`config.mk`:
```
export PLATFORM = sky130hd
export DESIGN_NAME = tbg_top
export DESIGN_NICKNAME = d
export VERILOG_FILES = /design/src/logic/tbg_pkg.sv /design/src/logic/tbg_pin_cell.sv /design/src/logic/tbg_top.sv
export SDC_FILE = /design/constraint.sdc
export NUM_CORES = 1
export LEC_CHECK = 0
export ABC_AREA = 1
export BUFFER_PORTS_ARGS = -buffer_cell sky130_fd_sc_hd__clkbuf_2
export CORE_MARGIN = 1.5
export CORE_UTILIZATION = 45
export CTS_BUF_LIST = sky130_fd_sc_hd__clkbuf_4 sky130_fd_sc_hd__clkbuf_8
export DETAILED_ROUTE_END_ITERATION = 8
export GPL_ROUTABILITY_DRIVEN = 0
export PLACE_DENSITY_LB_ADDON = 0.2
export SLEW_MARGIN = 30
export SYNTH_ARGS = -nofsm -noshare
export SYNTH_HDL_FRONTEND = slang
export SYNTH_HIERARCHICAL = 1
export SYNTH_SLANG_ARGS = --single-unit
```
`constraint.sdc`:
```
create_clock -name CLOCK_I -period 1.8 [get_ports CLOCK_I]
set_input_delay 0.18 -clock CLOCK_I [delete_from_list [all_inputs] [get_ports CLOCK_I]]
set_output_delay 0.18 -clock CLOCK_I [all_outputs]
set_load 0.005 [all_outputs]
```
`src/logic/tbg_pkg.sv`:
```
package tbg_pkg;

  // ==========================================================================
  // Bus geometry
  localparam int          ADDR_W    = 16;
  localparam int          IDX_W     = 14;
  localparam int          DATA_W    = 32;
  localparam int          PORT_W    = 8;

  // ==========================================================================
  // Register indices (byte address is four times the index)
  localparam logic [13:0] IDX_A_LATCH  = 14'h0007;
  localparam logic [13:0] IDX_A_DIR    = 14'h1f8d;
  localparam logic [13:0] IDX_B_LATCH  = 14'h0008;
  localparam logic [13:0] IDX_C_LATCH  = 14'h0009;
  localparam logic [13:0] IDX_B_DIR    = 14'h1f8e;
  localparam logic [13:0] IDX_C_DIR    = 14'h1f8f;
  localparam logic [13:0] IDX_B_ODE    = 14'h1f86;
  localparam logic [13:0] IDX_C_ODE    = 14'h1f87;
  localparam logic [13:0] IDX_CONV_CTL = 14'h0020;

  // ==========================================================================
  // Converter control field positions
  localparam int          CONV_AIND_BIT = 0;
  localparam int          CONV_DBG_BIT  = 1;
  localparam int          CONV_BUSY_BIT = 2;

  // ==========================================================================
  // Values after reset
  localparam logic [7:0]  LATCH_RST  = 8'h00;
  localparam logic [7:0]  DIR_RST    = 8'h00;
  localparam logic [7:0]  ODE_RST    = 8'h00;
  localparam logic        AIND_RST   = 1'b1;
  localparam logic        DBG_RST    = 1'b0;

  // ==========================================================================
  // Bus slave states
  typedef enum logic [2:0] {
    TBG_IDLE   = 3'b001,
    TBG_ACCESS = 3'b010,
    TBG_DONE   = 3'b100
  } tbg_bus_state_t;

endpackage : tbg_pkg

```
`src/logic/tbg_pin_cell.sv`:
```
`timescale 1ns/1ns
module tbg_pin_cell #(
  parameter bit SHARED = 1'b0
) (
  // Configuration
  input  wire logic [7:0] dir_i,
  input  wire logic [7:0] lat_i,
  input  wire logic [7:0] ode_i,
  input  wire logic       aind_i,
  input  wire logic       rmw_i,
  // Pins
  input  wire logic [7:0] pin_i,
  // Results
  output logic      [7:0] out_o,
  output logic      [7:0] oe_o,
  output logic      [7:0] rd_o,
  output logic      [7:0] ana_o
);

  // ==========================================================================
  // Per-pin drive and read path
  genvar gi;
  generate
    for (gi = 0; gi < 8; gi++) begin : g_bit
      if (SHARED) begin : g_shared
        assign out_o[gi] = lat_i[gi];
        assign oe_o[gi]  = dir_i[gi];
        // Input with latch zero masks the pin: analog or fixed-low input reads zero
        assign rd_o[gi]  = dir_i[gi] | lat_i[gi] ? pin_i[gi] : 1'b0;
        assign ana_o[gi] = ~dir_i[gi] & ~lat_i[gi] & ~aind_i;
      end else begin : g_plain
        assign out_o[gi] = ode_i[gi] ? 1'b0 : lat_i[gi];
        // Open-drain releases the pin for a one
        assign oe_o[gi]  = dir_i[gi] & (~ode_i[gi] | ~lat_i[gi]);
        assign rd_o[gi]  = (rmw_i & ode_i[gi]) ? lat_i[gi] : pin_i[gi];
        assign ana_o[gi] = 1'b0;
      end
    end
  endgenerate

endmodule : tbg_pin_cell

```
`src/logic/tbg_top.sv`:
```
// The APB interface to the registers was decided locally.
`timescale 1ns/1ns
module tbg_top (
  // Clock and reset
  input  wire logic        CLOCK_I,
  input  wire logic        SYS_RST_I,
  // APB slave
  input  wire logic        PSEL_I,
  input  wire logic        PENABLE_I,
  input  wire logic        PWRITE_I,
  input  wire logic [15:0] PADDR_I,
  input  wire logic [31:0] PWDATA_I,
  input  wire logic [3:0]  PSTRB_I,
  input  wire logic        READ_MODIFY_WRITE_I,
  output logic      [31:0] PRDATA_O,
  output logic             PREADY_O,
  output logic             PSLVERR_O,
  // Analog-shared port
  input  wire logic [7:0]  PA_PIN_I,
  output logic      [7:0]  PA_PIN_O,
  output logic      [7:0]  PA_PIN_OE_O,
  output logic      [7:0]  PA_ANALOG_O,
  // Second port
  input  wire logic [7:0]  PB_PIN_I,
  output logic      [7:0]  PB_PIN_O,
  output logic      [7:0]  PB_PIN_OE_O,
  // Third port
  input  wire logic [7:0]  PC_PIN_I,
  output logic      [7:0]  PC_PIN_O,
  output logic      [7:0]  PC_PIN_OE_O,
  // Converter and debug
  input  wire logic        CONV_BUSY_I,
  input  wire logic        DEBUG_OUTPUT_TWO_I,
  output logic             CONV_START_O
);

  // ==========================================================================
  // State
  typedef struct packed {
    tbg_pkg::tbg_bus_state_t bus;
    logic [7:0]              a_lat;
    logic [7:0]              a_dir;
    logic [7:0]              b_lat;
    logic [7:0]              b_dir;
    logic [7:0]              b_ode;
    logic [7:0]              c_lat;
    logic [7:0]              c_dir;
    logic [7:0]              c_ode;
    logic                    aind;
    logic                    dbg_en;
    logic                    conv_start;
    logic                    pready;
    logic                    pslverr;
    logic [31:0]             prdata;
    logic [7:0]              a_out;
    logic [7:0]              a_oe;
    logic [7:0]              a_ana;
    logic [7:0]              b_out;
    logic [7:0]              b_oe;
    logic [7:0]              c_out;
    logic [7:0]              c_oe;
  } tbg_state_t;

  tbg_state_t  state_reg;
  tbg_state_t  state_next;

  logic [7:0]  a_out_w;
  logic [7:0]  a_oe_w;
  logic [7:0]  a_rd_w;
  logic [7:0]  a_ana_w;
  logic [7:0]  b_out_w;
  logic [7:0]  b_oe_w;
  logic [7:0]  b_rd_w;
  logic [7:0]  c_out_w;
  logic [7:0]  c_oe_w;
  logic [7:0]  c_rd_w;
  logic [13:0] idx;
  logic        hit;
  logic [31:0] rd_word;
  logic        wr_fire;

  // ==========================================================================
  // Pin cells
  tbg_pin_cell #(.SHARED(1'b1)) u_port_a (
    .dir_i  (state_reg.a_dir),
    .lat_i  (state_reg.a_lat),
    .ode_i  (tbg_pkg::ODE_RST),
    .aind_i (state_reg.aind),
    .rmw_i  (READ_MODIFY_WRITE_I),
    .pin_i  (PA_PIN_I),
    .out_o  (a_out_w),
    .oe_o   (a_oe_w),
    .rd_o   (a_rd_w),
    .ana_o  (a_ana_w)
  );

  tbg_pin_cell #(.SHARED(1'b0)) u_port_b (
    .dir_i  (state_reg.b_dir),
    .lat_i  (state_reg.b_lat),
    .ode_i  (state_reg.b_ode),
    .aind_i (1'b1),
    .rmw_i  (READ_MODIFY_WRITE_I),
    .pin_i  (PB_PIN_I),
    .out_o  (b_out_w),
    .oe_o   (b_oe_w),
    .rd_o   (b_rd_w),
    .ana_o  ()
  );

  tbg_pin_cell #(.SHARED(1'b0)) u_port_c (
    .dir_i  (state_reg.c_dir),
    .lat_i  (state_reg.c_lat),
    .ode_i  (state_reg.c_ode),
    .aind_i (1'b1),
    .rmw_i  (READ_MODIFY_WRITE_I),
    .pin_i  (PC_PIN_I),
    .out_o  (c_out_w),
    .oe_o   (c_oe_w),
    .rd_o   (c_rd_w),
    .ana_o  ()
  );

  // ==========================================================================
  // Address decode and read mux
  assign idx = PADDR_I[15:2];

  always_comb begin
    hit     = 1'b1;
    rd_word = 32'h0000_0000;
    case (idx)
      tbg_pkg::IDX_A_LATCH:  rd_word[7:0] = a_rd_w;
      tbg_pkg::IDX_A_DIR:    rd_word[7:0] = state_reg.a_dir;
      tbg_pkg::IDX_B_LATCH:  rd_word[7:0] = b_rd_w;
      tbg_pkg::IDX_C_LATCH:  rd_word[7:0] = c_rd_w;
      tbg_pkg::IDX_B_DIR:    rd_word[7:0] = state_reg.b_dir;
      tbg_pkg::IDX_C_DIR:    rd_word[7:0] = state_reg.c_dir;
      tbg_pkg::IDX_B_ODE:    rd_word[7:0] = state_reg.b_ode;
      tbg_pkg::IDX_C_ODE:    rd_word[7:0] = state_reg.c_ode;
      tbg_pkg::IDX_CONV_CTL: begin
        rd_word[tbg_pkg::CONV_AIND_BIT] = state_reg.aind;
        rd_word[tbg_pkg::CONV_DBG_BIT]  = state_reg.dbg_en;
        rd_word[tbg_pkg::CONV_BUSY_BIT] = CONV_BUSY_I;
      end
      default:               hit = 1'b0;
    endcase
  end

  // Only byte lane zero carries register data
  assign wr_fire = (state_reg.bus == tbg_pkg::TBG_ACCESS) & PSEL_I & PENABLE_I
                   & PWRITE_I & PSTRB_I[0] & hit;

  // ==========================================================================
  // Next state
  always_comb begin
    state_next            = state_reg;
    state_next.conv_start = 1'b0;
    state_next.pready     = 1'b0;
    state_next.pslverr    = 1'b0;
    case (state_reg.bus)
      tbg_pkg::TBG_IDLE: begin
        // Setup cycle: read sampled here so the answer leaves a flop
        if (PSEL_I & ~PENABLE_I) begin
          state_next.bus     = tbg_pkg::TBG_ACCESS;
          state_next.pready  = 1'b1;
          state_next.pslverr = ~hit;
          state_next.prdata  = PWRITE_I ? 32'h0000_0000 : rd_word;
        end
      end
      tbg_pkg::TBG_ACCESS: begin
        state_next.bus    = tbg_pkg::TBG_IDLE;
        state_next.prdata = 32'h0000_0000;
        if (wr_fire) begin
          case (idx)
            tbg_pkg::IDX_A_LATCH: state_next.a_lat = PWDATA_I[7:0];
            // Analog pins kept out of output mode is up to software
            tbg_pkg::IDX_A_DIR:   state_next.a_dir = PWDATA_I[7:0];
            tbg_pkg::IDX_B_LATCH: state_next.b_lat = PWDATA_I[7:0];
            tbg_pkg::IDX_C_LATCH: state_next.c_lat = PWDATA_I[7:0];
            tbg_pkg::IDX_B_DIR:   state_next.b_dir = PWDATA_I[7:0];
            tbg_pkg::IDX_C_DIR:   state_next.c_dir = PWDATA_I[7:0];
            tbg_pkg::IDX_B_ODE:   state_next.b_ode = PWDATA_I[7:0];
            tbg_pkg::IDX_C_ODE:   state_next.c_ode = PWDATA_I[7:0];
            tbg_pkg::IDX_CONV_CTL: begin
              state_next.aind       = PWDATA_I[tbg_pkg::CONV_AIND_BIT];
              state_next.dbg_en     = PWDATA_I[tbg_pkg::CONV_DBG_BIT];
              state_next.conv_start = ~PWDATA_I[tbg_pkg::CONV_AIND_BIT];
            end
            default: ;
          endcase
        end
      end
      default: begin
        state_next.bus = tbg_pkg::TBG_IDLE;
      end
    endcase
    // Pin drive registered; one cycle behind the latches
    state_next.a_out = a_out_w;
    // Debug output gated by latch seven, so a clear latch keeps pin low
    if (state_reg.dbg_en) begin
      state_next.a_out[7] = DEBUG_OUTPUT_TWO_I & state_reg.a_lat[7];
    end
    state_next.a_oe  = a_oe_w;
    state_next.a_ana = a_ana_w;
    state_next.b_out = b_out_w;
    state_next.b_oe  = b_oe_w;
    state_next.c_out = c_out_w;
    state_next.c_oe  = c_oe_w;
  end

  // ==========================================================================
  // Registers
  always_ff @(posedge CLOCK_I) begin
    if (SYS_RST_I) begin
      state_reg        <= '0;
      state_reg.bus    <= tbg_pkg::TBG_IDLE;
      state_reg.a_lat  <= tbg_pkg::LATCH_RST;
      state_reg.a_dir  <= tbg_pkg::DIR_RST;
      state_reg.aind   <= tbg_pkg::AIND_RST;
      state_reg.dbg_en <= tbg_pkg::DBG_RST;
      state_reg.b_lat  <= tbg_pkg::LATCH_RST;
      state_reg.b_dir  <= tbg_pkg::DIR_RST;
      state_reg.b_ode  <= tbg_pkg::ODE_RST;
      state_reg.c_lat  <= tbg_pkg::LATCH_RST;
      state_reg.c_dir  <= tbg_pkg::DIR_RST;
      state_reg.c_ode  <= tbg_pkg::ODE_RST;
    end else begin
      state_reg <= state_next;
    end
  end

  // ==========================================================================
  // Outputs
  assign PRDATA_O     = state_reg.prdata;
  assign PREADY_O     = state_reg.pready;
  assign PSLVERR_O    = state_reg.pslverr;
  assign PA_PIN_O     = state_reg.a_out;
  assign PA_PIN_OE_O  = state_reg.a_oe;
  assign PA_ANALOG_O  = state_reg.a_ana;
  assign PB_PIN_O     = state_reg.b_out;
  assign PB_PIN_OE_O  = state_reg.b_oe;
  assign PC_PIN_O     = state_reg.c_out;
  assign PC_PIN_OE_O  = state_reg.c_oe;
  assign CONV_START_O = state_reg.conv_start;

endmodule : tbg_top

```
**After elaboration in Yosys (flattened, before gate mapping)**

Index checks and enable logic that the tools add are counted.

- Flip-flop bits (word level): 159
- Bits of input ports: 84
- Output and inout bits: 91
- Logic and storage cells: 246

- Equal/unequal tests: 12
- Muxes and demuxes: 31
- Bitwise gates (word level): 136
- Reduce and logical (&&, ||, !) cells: 31

Operators by type and width:

| cell | count |
|---|---|
| $eq 14x13->1 const B | 5 |
| $pmux 32 s2 | 1 |
| $not 1->1 | 57 |
| $and 1x1->1 | 55 |
| $pmux 5 s8 | 1 |
| $mux 34 | 1 |
| $reduce_or 2->1 | 17 |
| $eq 14x4->1 const B | 2 |
| $pmux 3 s9 | 1 |
| $reduce_and 3->1 | 9 |
| $mux 1 | 26 |
| $or 1x1->1 | 24 |
| $eq 14x3->1 const B | 1 |
| $eq 14x6->1 const B | 1 |
| $reduce_or 9->1 | 1 |
| $mux 8 | 1 |
| $reduce_or 4->1 | 1 |
| $reduce_or 3->1 | 1 |
| $eq 2x1->1 const B | 1 |
| $eq 2x2->1 const B | 1 |
| $ne 2x2->1 const B | 1 |
| $reduce_and 2->1 | 1 |
| $reduce_bool 2->1 | 1 |

**Depth between registers and ports, before layout**

Gate-level depths: netlist of the first run.

- Depth after elaboration: 8
- Depth in mapped cells: 13
- Mapped depth without buffers: 12

**Hierarchy**

The synthesis of the first run kept the hierarchy.

By module, submodules not included:

| module | instances | cells each | area an instance (um2) | seq. area each (um2) |
|---|---|---|---|---|
| tbg_top | 1 | 899 | 6252.2 | 2702.6 |
| tbg_pin_cell at u_port_b ... | 2 | 67 | 340.3 | 0.0 |
| tbg_pin_cell at u_port_a | 1 | 73 | 341.6 | 0.0 |

**Worst setup path after synthesis of the first run**

OpenSTA, ideal clock, no wires.

- Kind: register to register
- Start: register state_reg[158] (netlist name)
- End: register state_reg[92] (netlist name)
- Setup time: 115 ps
- Data arrival time: 1482 ps
- Data required time: 1685 ps
- Setup slack: 203 ps
- Stages on the path, launching flop included: 7
- Path buffers: 1
- Clock period less this slack: 1597 ps
- Path through: dfxtp_1 -> inv_1 -> nor3_4 -> buf_2 -> nand3_1 -> o22ai_1 -> inv_1

- Word-level cells in the longest chain between the ends: 7

Ends and longest elaborated chain:

| item | line | source |
|---|---|---|
| start, declared | tbg_top.sv:64 | `tbg_state_t state_reg;` |
| start signal, assigned | tbg_top.sv:227 | `state_reg <= state_next;` |
| $eq 2x2->1 * | tbg_top.sv:149, tbg_top.sv:159 |  |
| $and 1x1->1 (2 in series) | tbg_top.sv:149 | `assign wr_fire = (state_reg.bus == tbg_pkg::TBG_ACCESS) & PSEL_I & PENABLE_I` |
| $and 1x1->1 (3 in series) | tbg_top.sv:150 | `& PWRITE_I & PSTRB_I[0] & hit;` |
| $reduce_and 3->1 (no line) * | n/a |  |

Every way passes the cells marked *; elsewhere a longest branch is shown, timed or not.
A chain may end at the register's enable or synchronous reset.

**Worst setup path after layout of the first run**

- Start: register state_reg[158] (netlist name)
- End: register state_reg (netlist bit PRDATA_O[3])

- Word-level cells in the longest chain between the ends: 3
- Elaborated cells between the ends (all ways): 6
- Those cells by class: eq/ne (3); mux (1); reduce/logical (2)

Ends and longest elaborated chain:

| item | line | source |
|---|---|---|
| $eq 2x1->1 / $eq 2x2->1 (equally long branches) | tbg_top.sv:159 | `case (state_reg.bus)` |
| $ne 2x2->1 (no line) / $reduce_bool 2->1 (equally long branches) | n/a |  |
| $reduce_and 2->1 (no line) | n/a |  |

Parallel ways exist; a longest one is shown, timed or not.

==> flow_summary_export.csv, run 1 <==
group,metric,value,unit
outcome,run_status,"completed",
power_and_ir_drop,leakagePower,0.00396,uW
floorplanning,core.rowCount,45,
worst_setup_path,critPathCaptureType,"register",
cts,cts_hold_buffers,1,
sta,finalWorstPathRequiredPeriod,1540,ps
routing,post-route-drc-count,0,
worst_setup_path,crit_path_max_fanout,5,
worst_setup_path,critical_path_arrival,1920,ps
global_routing,antenna_violations_before_repair,0,
sta,max_freq,650,MHz
routing,dr_iter_0_viols,386,
sta,grt_setup_unrepaired,"false",
routing,first_pass_iters,5,
cts,worstSkewPairLatency,450,ps
cells_and_area,final_net_count,1222,
cells_and_area,drive_gt1_frac,0.177,
routing,detail_route.wl_per_cell,12.4,um
sta,finalCritPeriodShare,0.855,
sta,final-max-slew-violation-count,0,
cts,cts_tree,"done",
cts,post_cts.resized_instances,0,
placement,detailedPlace.worstSlack,-17.0,ps
floorplanning,dieArea,16600,um^2
placement,post-dp-hpwl,12.5,mm
synthesis,ys.warnings.count,6,
worst_setup_path,worstSetupPathType,"reg2reg",
cts,cts.repair_timing.setup_buffer_count,0,
global_routing,first_global_vias,5345,
cells_and_area,number_of_flip_flops_in_the_largest_register,68,
cts,cts_buffer_depth,2,
sta,setup_viol_count_final,0,
synthesis,post_synth_instance_area,7140,um^2
global_routing,groute.usage.overall,0.212,
global_routing,globalRouteOverflowTotal,0,
power_and_ir_drop,cellPowerDensity,817,nW/um^2
routing,drt-vias-per-instance,4.44,
sta,hold-worst-slack,89.2,ps
sta,hold_violations,0,
cts,cts.htree.levels,4,
sta,setup_tns,0,ps
routing,drt.antenna.violating_nets,0,
cells_and_area,layout-area-overhead-vs-synth,9.98,%
worst_setup_path,start_kind,"register",
placement,place.detailed.instances,1329,
cells_and_area,non_filler_instance_count_after_layout,1361,
worst_setup_path,worst-endpoint-required,2180,ps
synthesis,syn_inst,1087,
routing,postRouteWirelength,16.9,mm
global_routing,wire_length_of_the_first_global_routing_pass,27.0,mm
sta,fin_ws,261,ps
floorplanning,die_h,129,um
floorplanning,pin_count,175,
routing,vias,6044,
placement,buffer_ports.inserted,121,
job,drv.max_cap_violation_count,0,
floorplanning,start_util,0.465,
global_routing,grt_max_degree,82,
cts,tritoncts.num_buffers,17,
cells_and_area,antennaDiodeCount,0,
cts,reg_clk_slew_reported_paths,80,ps
power_and_ir_drop,vdd.ir_drop.worst,0.365,mV
cts,cts_root_buf,"clkbuf_8",
floorplanning,die_width,129,um
sta,finClkSkew,12.3,ps
cts,clock-sinks,135,
worst_hold_path,hold_class,"in2reg",
floorplanning,design.core.area,15400,um^2
synthesis,postSynthAreaPerCell,6.57,um^2
[through the flow]
stage	util	area, um^2	total power, uW
global route	0.511	7860	6640
CTS	0.511	7860	6480
floorplan	-	7230	3240
detailed placement	0.478	7340	3320
global placement	0.478	7340	3320
finish	0.511	7860	6420
[metal layers]
| layer | part of all wire | wire length, um | vias to the layer above | global-route usage |
|---|---|---|---|---|
| met5 | 0 | 0 | - | 0 |
| met4 | 0.016 | 276 | 0 | 0.0707 |
| met3 | 0.056 | 954 | 23 | 0.0478 |
| met2 | 0.45 | 7670 | 161 | 0.340 |
| met1 | 0.47 | 7980 | 2661 | 0.282 |
| li1 | - | - | 3199 | - |
[path summary, 6_finish.rpt]
| check | startpoint | to | slack [ps] | cells past startpoint |
|---|---|---|---|---|
| max | state_reg[158]$_SDFFE_PP0P_ | PRDATA_O[3]$_SDFFE_PP0P_ | 260 | 7 |
| min | PENABLE_I | state_reg[158]$_SDFFE_PP0P_ | 90 | 4 |
| max reg2reg | state_reg[158]$_SDFFE_PP0P_ | PRDATA_O[3]$_SDFFE_PP0P_ | 260 | 7 |
| min reg2reg | state_reg[146]$_SDFFE_PP0P_ | PA_PIN_OE_O[5]$_SDFF_PP0_ | 450 | 2 |
[area by class of cell]
type | count | area (um^2)
clock inverter | 7 | 188
fill | 1581 | 7510
sequential | 135 | 2700
timing repair buffer | 152 | 891
inverter | 173 | 649
tap | 211 | 264
multi-input combinational | 659 | 2840
clock buffer | 24 | 318
[cell usage in the layout, fill, tap and decap left out, drive strengths merged, types with 6 or more instances in the layout]
cell,instances
nand2,257
nor2,240
inv,172
clkbuf,145
dfxtp,135
nand3,70
buf,30
a21oi,25
conb,24
o21ai,21
a21boi,17
bufinv,6
[report_power, final]
part	internal (uW)	switching [uW]
clock	2000	1160
sequential	2990	1.91
combinational	82.0	180
[worst max-delay path, cell delays in order (launching register included)]
cell,delay (ps)
dfxtp_1,300
inv_1,120
nand3_1,160
nor2_1,290
a21boi_0,260
buf_4,180
nand2_1,60
a21oi_1,120
No activity file was read; power rests on OpenSTA's default activity.
==> inputs of run 2 (changes only) <==
- CORE_MARGIN: 1.5 -> 2
==> run 2 against run 1 <==
  * Final area shrank 0.92%
  * Maximum frequency rose by 1.1%
  * Register-to-register slack gained 20 ps
  * Final cell count about the same
  * Critical path type unchanged
  * Via count hardly changed
  * Clock power decreased by 9.8%
  * Hold slack lost 9.3 ps
  * Setup slack improved by 17 ps
  * Largest cell class unchanged
  * Combinational power grew 3%
==> flow_summary_export.csv, run 2 (synthesis results as in run 1) <==
group,metric,value,unit
outcome,run_status,"completed",
floorplanning,core.rowCount,46,
cells_and_area,layout-area-overhead-vs-synth,8.97,%
sta,max_freq,657,MHz
routing,postRouteWirelength,17.4,mm
worst_setup_path,critPathCaptureType,"register",
sta,grt_setup_unrepaired,"false",
cts,post_cts.resized_instances,0,
cts,tritoncts.num_buffers,17,
cells_and_area,commonest_cells_after_routing_fill_and_taps_aside,"nand2_1 (255), nor2_1 (230), inv_1 (172)",
routing,dr_iter_0_viols,378,
cells_and_area,final_common_cell,"nand2_1",
worst_setup_path,worst-r2r-cell-count,7,
routing,post-route-drc-count,0,
cts,worstSkewPairLatency,460,ps
routing,drt-vias-per-instance,4.45,
power_and_ir_drop,vdd.ir_drop.worst,0.369,mV
cells_and_area,final_net_count,1216,
floorplanning,start_util,0.455,
global_routing,antenna_violations_before_repair,0,
worst_setup_path,worstPathCellList,"inv_1 -> nand3_1 -> nor2_1 -> a21boi_0 -> buf_4 -> nand2_1 -> a21oi_1",
cts,cts_root_buf,"clkbuf_8",
placement,post-dp-hpwl,12.7,mm
cells_and_area,fillerInstances,1651,
cts,cts_buffer_depth,2,
global_routing,globalRouteOverflowTotal,0,
power_and_ir_drop,leakagePower,0.00391,uW
routing,vias,6049,
worst_hold_path,hold-path-cell-count,4,
cells_and_area,number_of_flip_flops_in_the_largest_register,68,
floorplanning,die_h,130,um
sta,finalWorstPathRequiredPeriod,1520,ps
floorplanning,design.core.area,15700,um^2
sta,hold_violations,0,
routing,detail_route.wl_per_cell,12.8,um
worst_setup_path,crit_path_max_incr_delay,300,ps
sta,fin_ws,278,ps
worst_setup_path,worst-endpoint-required,2190,ps
sta,finClkSkew,11.3,ps
floorplanning,dieArea,16900,um^2
global_routing,first_global_vias,5374,
cells_and_area,postLayoutCellArea,7780,um^2
sta,setup_viol_count_final,0,
floorplanning,pin_count,175,
cts,clock-sinks,135,
worst_setup_path,worst_path_max_delay_cell,"dfxtp_1",
global_routing,grt_max_degree,82,
global_routing,wire_length_of_the_first_global_routing_pass,27.3,mm
cells_and_area,antennaDiodeCount,0,
cells_and_area,drive_gt1_frac,0.172,
worst_setup_path,crit_path_max_fanout,5,
routing,first_pass_iters,5,
cts,cts_tree,"done",
floorplanning,die_width,130,um
worst_hold_path,hold_class,"in2reg",
worst_setup_path,reg2reg_slack,280,ps
placement,detailedPlace.worstSlack,-15.3,ps
cells_and_area,non_filler_instance_count_after_layout,1360,
placement,post_placement_cell_area,7330,um^2
job,drv.max_cap_violation_count,0,
placement,buffer_ports.inserted,121,
power_and_ir_drop,cellPowerDensity,787,nW/um^2
placement,place.detailed.instances,1328,
worst_setup_path,start_kind,"register",
sta,final-max-slew-violation-count,0,
global_routing,groute.usage.overall,0.215,
worst_setup_path,worstSetupPathType,"reg2reg",
cts,reg_clk_slew_reported_paths,70,ps
sta,finalCritPeriodShare,0.845,
cts,cts.htree.levels,4,
worst_setup_path,critical_path_arrival,1910,ps
routing,drt.antenna.violating_nets,0,
-- run 2: changes by cell type in the layout (fill, tap and decap cells not counted), moves of 2 or more --
cell      change
clkinv_2      +2
buf_4         -8
buf_12        +2
clkbuf_4      +3
clkbuf_8      -5
-- run 2: final timing paths --
| kind | startpoint | to |
|---|---|---|
| worst min register to register | state_reg[142]$_SDFFE_PP0P_ | PA_PIN_OE_O[1]$_SDFF_PP0_ |
| worst max-delay path | state_reg[158]$_SDFFE_PP0P_ | PRDATA_O[4]$_SDFFE_PP0P_ |
| worst min-delay path | PENABLE_I | state_reg[158]$_SDFFE_PP0P_ |
| worst max register to register | state_reg[158]$_SDFFE_PP0P_ | PRDATA_O[4]$_SDFFE_PP0P_ |
-- run 2: layer usage --
layer	GRT usage	vias up	routed length [um]	share of wire
met5	0	-	0	0
met4	0.101	0	563	0.032
met3	0.0447	34	932	0.053
met2	0.344	185	7890	0.45
met1	0.278	2652	8030	0.46
li1	-	3178	-	-
-- run 2: report_power, final --
part | switching (uW) | internal [uW] | total, uW
Sequential | 1.76 | 2990 | 2990
Clock | 1150 | 1710 | 2860
Combinational | 188 | 83.3 | 271
-- run 2: stage by stage --
stage                     TNS (ps)  utilization  total power, uW  hold slack [ps]
after detailed placement     -35.0        0.466             3330              451
after floorplan                  0            -             3240              327
after global routing             0        0.495             6350             72.3
after CTS                        0        0.495             6180             54.7
after global placement           0        0.466             3330              445
final                            0        0.495             6120             79.8
-- run 2: final cells by class --
| type | count | area (um^2) | share of cell area |
|---|---|---|---|
| clock buffer | 22 | 272 | 0.0349 |
| sequential | 135 | 2700 | 0.347 |
| inverter | 173 | 649 | 0.0834 |
| multi-input combinational | 659 | 2840 | 0.365 |
| clock inverter | 9 | 175 | 0.0225 |
| timing repair buffer | 146 | 871 | 0.112 |
| tap | 216 | 270 | 0.0347 |
-- run 2: what timing repair did --
action,CTS,global route
endpoints found under the hold margin,1,0
hold buffers,1,0
buffers inserted,0,0
-- run 2: worst max-delay path: cells and delay by family, from the launching register on --
kind,cells,cell delay [ps]
and+or+nand+nor,3,510
AOI/OAI and AO/OA,2,370
DFF,1,300
buffers and inverters,2,290
